### src/logic/e1_defs.svh
// register indices, field positions, reset values and vector codes of the framer control block
`ifndef E1_DEFS_SVH
`define E1_DEFS_SVH
`define IDX_INSERT 6'h17
`define IDX_DETECT 6'h18
`define IDX_CMPMASK 6'h19
`define IDX_CTRL 6'h1a
`define IDX_MASK0 6'h1b
`define IDX_MASK1 6'h1c
`define IDX_VECTOR 6'h20
`define REG_RESET 8'h00
`define CTRL_USED 8'hdc
`define MASK1_USED 8'hfd
`define CTL_DELAY 7
`define CTL_SUSPEND 6
`define CTL_TXCCS 4
`define CTL_RSIG 3
`define CTL_BSRC 2
`define M0_SYNC 7
`define M0_RAI 6
`define M0_AIS 5
`define M0_AIS16 4
`define M0_LOS 3
`define M0_FER 2
`define M0_WRAP 1
`define M0_SLIP 0
`define M1_EBIT 7
`define M1_CRC 6
`define M1_CEF 5
`define M1_BPV 4
`define M1_RCR 3
`define M1_BER 2
`define M1_SIG 0
`define VB_SYNC 7
`define VB_ALARM 6
`define VB_ERROR 5
`define VB_OVFL 4
`define VB_SPARE 3
`define VB_SLIP 2
`define VB_DATA 1
`define VB_SIG 0
`define VEC_NONE 8'h00
`endif

### src/logic/e1_pkg.sv
// types carried between the framer control block and its neighbours
package e1_pkg;
   typedef struct packed {
      logic frameSyncLoss;
      logic remoteAlarm;
      logic allOnesAlarm;
      logic slot16Alarm;
      logic signalLoss;
      logic alignError;
      logic violationWrap;
      logic controlledSlip;
      logic bufferFault;
      logic remoteCrcError;
      logic localCrcError;
      logic doubleAlignError;
      logic violation;
      logic remoteAlarmCrcCount;
      logic signallingChange;
   } event_type;
   typedef struct packed {
      logic [7:0] data;
      logic valid;
      logic select;
   } slot_type;
   typedef struct packed {
      logic oneFrameBuffer;
      logic controlledSlipEnable;
      logic txCcsMode;
      logic registerSignalling;
      logic bitErrorFromCompare;
      logic slipStatus;
   } ctrl_type;
endpackage

### src/logic/e1_interrupt_mask_and_code_match.sv
// code insert/detect, control word and interrupt masking of an E1 framer
//
// Behaviour
// - transmit insert pattern in selected slots
// - per-slot insert select picks transmit slots
// - compare detect pattern on selected receive slots
// - match raises maskable data interrupt
// - compare mask bit one includes position
// - delay set: one frame, no slips
// - delay clear: two frames, controlled slips
// - suspend floats request, ignores sources
// - mode bit: zero CAS, one CCS
// - signalling from registers or serial stream
// - bit error source: alignment or compare
// - mask word zero: zero enables source
// - frame sync loss gives vector 80
// - alarms and signal loss give 40
// - alignment error gives vector 20
// - violation counter wrap gives 10
// - controlled slip gives vector 04
// - mask word one: one enables source
// - crc, violation, bit errors give 20
// - signalling change gives vector 01
//
// The implementer's own choice: register access over Wishbone.
`timescale 1ns/1ns
`include "e1_defs.svh"

module e1_interrupt_mask_and_code_match #(
   parameter int ADDR_W = 8
) (
   input wire logic core_clk,
   input wire logic nrst,
   input wire logic [ADDR_W-1:0] adr_i,
   input wire logic [31:0] dat_i,
   output logic [31:0] dat_o,
   input wire logic we_i,
   input wire logic [3:0] sel_i,
   input wire logic cyc_i,
   input wire logic stb_i,
   output logic ack_o,
   input wire e1_pkg::slot_type txSlotIn,
   output logic [7:0] txSlotOut,
   output logic txSlotOutValid,
   input wire e1_pkg::slot_type rxSlotIn,
   input wire logic [6:0] fasBitErrors,
   input wire logic compareBitError,
   input wire logic serialBackplaneMode,
   input wire logic dataIrqEnable,
   input wire e1_pkg::event_type events,
   output e1_pkg::ctrl_type ctrlOut,
   output logic bitErrorPulse,
   output logic dataMatchPulse,
   output logic irqN,
   output logic irqOe
);

   // ----------------------------------------------------------------
   // register bus
   // ----------------------------------------------------------------
   logic [7:0] insertPattern;
   logic [7:0] detectPattern;
   logic [7:0] detectCompareMask;
   logic [7:0] irqSignallingBertCtrl;
   logic [7:0] interruptMaskZero;
   logic [7:0] interruptMaskOne;
   logic [7:0] pending;
   logic [7:0] vectorNow;
   logic [7:0] readData;
   logic [5:0] regIndex;
   logic request;
   logic writeLow;
   logic readVector;

   assign regIndex = adr_i[7:2];
   assign request = cyc_i & stb_i & ~ack_o;
   assign writeLow = request & we_i & sel_i[0];
   assign readVector = request & ~we_i & (regIndex == `IDX_VECTOR);

   always_comb begin
      if (regIndex == `IDX_INSERT) begin
         readData = insertPattern;
      end else if (regIndex == `IDX_DETECT) begin
         readData = detectPattern;
      end else if (regIndex == `IDX_CMPMASK) begin
         readData = detectCompareMask;
      end else if (regIndex == `IDX_CTRL) begin
         readData = irqSignallingBertCtrl;
      end else if (regIndex == `IDX_MASK0) begin
         readData = interruptMaskZero;
      end else if (regIndex == `IDX_MASK1) begin
         readData = interruptMaskOne;
      end else if (regIndex == `IDX_VECTOR) begin
         readData = vectorNow;
      end else begin
         readData = `VEC_NONE;
      end
   end

   // one wait-free answer; unmapped reads return zero, unmapped writes vanish
   always_ff @(posedge core_clk or negedge nrst) begin
      if (!nrst) begin
         ack_o <= 1'b0;
         dat_o <= 32'h0000_0000;
      end else begin
         ack_o <= request;
         dat_o <= request ? {24'h00_0000, readData} : 32'h0000_0000;
      end
   end

   always_ff @(posedge core_clk or negedge nrst) begin
      if (!nrst) begin
         insertPattern <= `REG_RESET;
         detectPattern <= `REG_RESET;
         detectCompareMask <= `REG_RESET;
         irqSignallingBertCtrl <= `REG_RESET;
         interruptMaskZero <= `REG_RESET;
         interruptMaskOne <= `REG_RESET;
      end else if (writeLow) begin
         if (regIndex == `IDX_INSERT) begin
            insertPattern <= dat_i[7:0];
         end else if (regIndex == `IDX_DETECT) begin
            detectPattern <= dat_i[7:0];
         end else if (regIndex == `IDX_CMPMASK) begin
            detectCompareMask <= dat_i[7:0];
         end else if (regIndex == `IDX_CTRL) begin
            irqSignallingBertCtrl <= dat_i[7:0] & `CTRL_USED;
         end else if (regIndex == `IDX_MASK0) begin
            interruptMaskZero <= dat_i[7:0];
         end else if (regIndex == `IDX_MASK1) begin
            interruptMaskOne <= dat_i[7:0] & `MASK1_USED;
         end
      end
   end

   // ----------------------------------------------------------------
   // control word
   // ----------------------------------------------------------------
   logic receiveDelaySelect;
   logic irqSuspend;
   logic slipEvent;
   logic bitErrorEvent;

   assign receiveDelaySelect = irqSignallingBertCtrl[`CTL_DELAY];
   assign irqSuspend = irqSignallingBertCtrl[`CTL_SUSPEND];
   // slips are only counted as controlled slips with the two-frame buffer
   assign slipEvent = events.controlledSlip & ~receiveDelaySelect;
   assign bitErrorEvent = irqSignallingBertCtrl[`CTL_BSRC] ? compareBitError
                                                          : |fasBitErrors;

   always_ff @(posedge core_clk or negedge nrst) begin
      if (!nrst) begin
         ctrlOut <= '0;
      end else begin
         ctrlOut.oneFrameBuffer <= receiveDelaySelect;
         ctrlOut.controlledSlipEnable <= ~receiveDelaySelect;
         ctrlOut.txCcsMode <= irqSignallingBertCtrl[`CTL_TXCCS];
         // the backplane mode has no register-signalling path
         ctrlOut.registerSignalling <= irqSignallingBertCtrl[`CTL_RSIG]
                                       & ~serialBackplaneMode;
         ctrlOut.bitErrorFromCompare <= irqSignallingBertCtrl[`CTL_BSRC];
         ctrlOut.slipStatus <= receiveDelaySelect ? events.bufferFault
                                                  : slipEvent;
      end
   end

   always_ff @(posedge core_clk or negedge nrst) begin
      if (!nrst) begin
         bitErrorPulse <= 1'b0;
      end else begin
         bitErrorPulse <= bitErrorEvent;
      end
   end

   // ----------------------------------------------------------------
   // code insertion and detection
   // ----------------------------------------------------------------
   logic slotMatch;

   assign slotMatch = rxSlotIn.valid & rxSlotIn.select
                      & (((rxSlotIn.data ^ detectPattern) & detectCompareMask) == 8'h00);

   always_ff @(posedge core_clk or negedge nrst) begin
      if (!nrst) begin
         txSlotOut <= 8'h00;
         txSlotOutValid <= 1'b0;
      end else begin
         txSlotOutValid <= txSlotIn.valid;
         if (txSlotIn.valid) begin
            txSlotOut <= txSlotIn.select ? insertPattern : txSlotIn.data;
         end
      end
   end

   always_ff @(posedge core_clk or negedge nrst) begin
      if (!nrst) begin
         dataMatchPulse <= 1'b0;
      end else begin
         dataMatchPulse <= slotMatch;
      end
   end

   // ----------------------------------------------------------------
   // interrupt sources and vector
   // ----------------------------------------------------------------
   logic [7:0] enableZero;
   logic [7:0] enableOne;
   logic [7:0] groupSet;
   logic [7:0] groupClear;

   assign enableZero = ~interruptMaskZero;
   assign enableOne = interruptMaskOne;

   always_comb begin
      groupSet = 8'h00;
      groupSet[`VB_SYNC] = events.frameSyncLoss & enableZero[`M0_SYNC];
      groupSet[`VB_ALARM] = (events.remoteAlarm & enableZero[`M0_RAI])
                            | (events.allOnesAlarm & enableZero[`M0_AIS])
                            | (events.slot16Alarm & enableZero[`M0_AIS16])
                            | (events.signalLoss & enableZero[`M0_LOS]);
      groupSet[`VB_ERROR] = (events.alignError & enableZero[`M0_FER])
                            | (events.remoteCrcError & enableOne[`M1_EBIT])
                            | (events.localCrcError & enableOne[`M1_CRC])
                            | (events.doubleAlignError & enableOne[`M1_CEF])
                            | (events.violation & enableOne[`M1_BPV])
                            | (events.remoteAlarmCrcCount & enableOne[`M1_RCR])
                            | (bitErrorEvent & enableOne[`M1_BER]);
      groupSet[`VB_OVFL] = events.violationWrap & enableZero[`M0_WRAP];
      groupSet[`VB_SLIP] = slipEvent & enableZero[`M0_SLIP];
      groupSet[`VB_DATA] = dataMatchPulse & dataIrqEnable;
      groupSet[`VB_SIG] = events.signallingChange & enableOne[`M1_SIG];
      if (irqSuspend) begin
         groupSet = 8'h00;
      end
   end

   // highest pending code wins; lower codes stay queued for the next read
   always_comb begin
      vectorNow = `VEC_NONE;
      for (int i = 0; i < 8; i++) begin
         if (pending[i]) begin
            vectorNow = 8'h01 << i;
         end
      end
   end

   // reading the vector acknowledges the group it shows
   assign groupClear = readVector ? vectorNow : 8'h00;

   always_ff @(posedge core_clk or negedge nrst) begin
      if (!nrst) begin
         pending <= 8'h00;
      end else begin
         // a new event in the clearing cycle survives
         pending <= (pending & ~groupClear) | groupSet;
      end
   end

   always_ff @(posedge core_clk or negedge nrst) begin
      if (!nrst) begin
         irqN <= 1'b1;
         irqOe <= 1'b0;
      end else begin
         irqN <= ~(|pending);
         irqOe <= ~irqSuspend;
      end
   end
endmodule

### config.mk
export PLATFORM = sky130hd
export DESIGN_NAME = e1_interrupt_mask_and_code_match
export DESIGN_NICKNAME = d
export VERILOG_FILES = /design/src/logic/e1_pkg.sv /design/src/logic/e1_interrupt_mask_and_code_match.sv
export VERILOG_INCLUDE_DIRS = /design/src /design/src/logic
export SDC_FILE = /design/constraint.sdc
export NUM_CORES = 1
export LEC_CHECK = 0
export ABC_AREA = 0
export BUFFER_PORTS_ARGS = -buffer_cell sky130_fd_sc_hd__buf_2
export CAP_MARGIN = 10
export CORE_MARGIN = 1
export CORE_UTILIZATION = 53
export DETAILED_ROUTE_END_ITERATION = 6
export GPL_ROUTABILITY_DRIVEN = 1
export PLACE_DENSITY = 0.83
export REMOVE_ABC_BUFFERS = 1
export SKIP_CTS_REPAIR_TIMING = 1
export SLEW_MARGIN = 20
export SYNTH_ARGS = -nofsm -noshare
export SYNTH_HDL_FRONTEND = slang
export SYNTH_SLANG_ARGS = --single-unit
export TNS_END_PERCENT = 5
### constraint.sdc
create_clock -name core_clk -period 2.6 [get_ports core_clk]
set_input_delay 0.52 -clock core_clk [delete_from_list [all_inputs] [get_ports core_clk]]
set_output_delay 0.52 -clock core_clk [all_outputs]
set_load 0.01 [all_outputs]
==> key figures <==
Final layout
  • Filler cell count: ~600
  • Diode count: 0
  • Post-layout util: 0.636
  • # nets final: ~520
  • Layout cells sized above 1: 0.392
  • Layout area overhead: 15.8%

Timing
  • Fmax: about 500 MHz
  • TNS Setup: 0 ns
  • Period utilization: 0.775
  • Clk_skew: between 0.004 and 0.005 ns
  • Slew @ Worst Pin: roughly 0.98 ns
  • Endpoints failing setup: 0
  • Crit path time final: 2.01 ns
  • Max-slew headroom: 0.346
  • Slew Viols, Final: 0
  • RSZ-0062 raised after global routing: no
  • Endpoints failing hold: 0

Run status
  • Status: completed

Worst setup path
  • CP delay by family, top: simple AND/OR/NAND/NOR gates
  • Buf/Inv on CP: 1
  • Peak per-stage delay on the critical path: 0.49 ns
  • Crit path kind: in2reg
  • CP arrival: 2.25 ns
  • Worst Path Max Fanout: 13
  • Critical Path Start Type: input port
  • RR Startpoint: ack_o
  • Crit end category: flop
  • CP Data Required Time: between 2 and 3 ns
  • Critical path startpoint: adr_i[5]
  • Slowest CP cell: or2_1
  • Critical-path cell list: buf_2 > nand4b_1 > or2_1 > nand4_2 > mux2_2

Detailed routing
  • First-pass detailed-route iteration total: 6
  • Initial DRC count: 248
  • Post-DRT Antenna Nets: 0
  • Total Routed Length: a little over 9000 µm
  • Vias per std cell: 5.73
  • Avg WL per Cell: approximately 17 µm
  • Vias: between 3,000 and 4,000
  • Remaining DRCs: 0

GRT
  • Total grt overflow: 0
  • Gr usage total: 0.255
  • Largest net degree at the start of global routing: about 80
  • Vias in the first global route: around 2,900
  • Initial antenna violation count: 0
  • First-pass GRT wire length: between 10,000 and 15,000 µm

Min path
  • Class of the worst hold path: in2reg
  • Hold Startpoint: serialBackplaneMode

CTS
  • Clock latency on the worst-skew pair: about 0.35 ns
  • CTS max path bufs: 2
  • H-tree levels: 3
  • CTS tree: yes
  • Inserted Clock Buffers: 9
  • Worst-path clk slew: 0.08 ns
  • Clock root cell: clkbuf_8
  • CTS sink cnt: 80

Logic synthesis
  • Flop and latch count out of synthesis: 80
  • Mean Syn Cell Area: 11.8 µm²
  • Synth top area cells: dfrtp_1, mux2_2, buf_4, a21oi_1, mux2i_1
  • Largest area contributor in the netlist: dfrtp_1
  • Ys Warns: 0
  • Sequential fraction of the synthesis area: 0.503
  • Synth top cells by count: dfrtp_1, mux2_2, buf_4
  • Top cell type's share of synthesized area: 0.496
  • Fraction of registers with async set/reset: 1.00
  • Mapped cell area: between 3000 and 4000 µm²
  • Post-Syn Instances: 339
  • Synth Flop Type: dfrtp_1
  • Post-synth EDFFs: 0
  • Count leader, synth: dfrtp_1
  • Library cells used by synthesis: 52

Place
  • Post-DP HPWL: about 6600 µm
  • Number of buffers added on ports: 92
  • GP Congestion: between 0.9 and 1

Floorplanning
  • Row count: 31
  • Core Region: roughly 7300 µm²
  • Initial cell density of the core: 0.549
  • DIE WIDTH: between 80 and 90 µm
  • Die area: 7870 µm²
  • IO Pins: between 100 and 150
  • Die Y-Extent: 88.7 µm

Power
  • Cell Pwr Density: 532 nW/µm²
  • Static Leak: roughly 2.3 nW
  • Peak supply drop: roughly 250 µV

Run
  • Max_cap viols: 0
## registers in the layout (all words and copies together), names as in the netlist, 5 cells and up
signal                 flops
detectCompareMask          8
dat_o                      8
pending                    8
irqSignallingBertCtrl      5
enableOne                  7
interruptMaskZero          8
ctrlOut                    6
insertPattern              8
detectPattern              8
txSlotOut                  8
## per-stage QoR
stage	total power [W]	worst slack (ns)	std cells	hold slack [ns]	area (µm²)
global route	0.00255	0.528	530	0.313	4610
detailed placement	0.00157	0.283	516	0.394	4420
CTS	0.00246	0.646	530	0.298	4610
finish	0.00245	0.585	530	0.308	4610
floorplan	0.00142	0.385	321	0.224	3800
global placement	0.00156	0.340	516	0.386	4420
## cell type report
type,count,area (µm²),area share
Clock buffer,11,151,0.0328
Clock inverter,3,42.5,0.00922
Inverter,7,26.3,0.00570
Multi-Input combinational cell,234,1770,0.384
Sequential cell,80,2000,0.434
Tap cell,99,124,0.0269
Timing Repair Buffer,96,493,0.107
## cells in the final DEF (no fill, tap or decap), types with 2 or more instances in the layout
master     n
o31ai_1    3
a22oi_1    4
nand3_1    6
and3_1     3
buf_4      5
mux2i_1    8
nand2b_1   9
nand4b_1   2
nor3_1     3
nor4b_4    2
clkbuf_8  11
nand2_1   10
a32oi_1    3
a221oi_1   3
mux2_2    46
o41ai_1    2
or2_1      2
dfrtp_1   79
xor2_1     8
o22ai_1    2
buf_2     91
nor2b_1    4
a31oi_1    3
nor4_1     3
a21oi_1   20
inv_1      7
conb_1    24
o221ai_1   7
a32o_1     5
nor2_1    13
o21ai_0   10
nand4_1   10
## worst paths after layout
path / endpoint / slack, ns / depth (start not counted)
setup / recovery: detectPattern[4] / 0.59 / 5
hold / removal: ctrlOut[2] / 0.31 / 2
setup reg to reg: detectPattern[4] / 0.68 / 4
hold reg to reg: irqN / 0.40 / 1
max in group asynchronous: irqSignallingBertCtrl[3] / 1.64 / 1
min in group asynchronous: txSlotOut[4] / 0.33 / 1
## power breakdown
part           switching, W  internal (W)
logic              0.000148     0.0000971
registers         0.0000227       0.00128
clock network      0.000425      0.000484
total              0.000596       0.00186
## layer usage
metal	global-route usage	up-vias	wire length [µm]
li1	-	1381	-
met1	0.321	1494	3700
met2	0.429	143	4760
met3	0.0616	19	632
met4	0.0968	0	173
met5	0	-	0
## cells by family after synthesis
logic type                synth area share
DFF                                  0.503
AOI/OAI and AO/OA                    0.117
xor gates and xnor gates            0.0176
other                             0.000941
and+or+nand+nor                      0.138
buffers and inverters               0.0738
muxes                                0.150
Note: power is estimated with default switching activity, not from simulation.
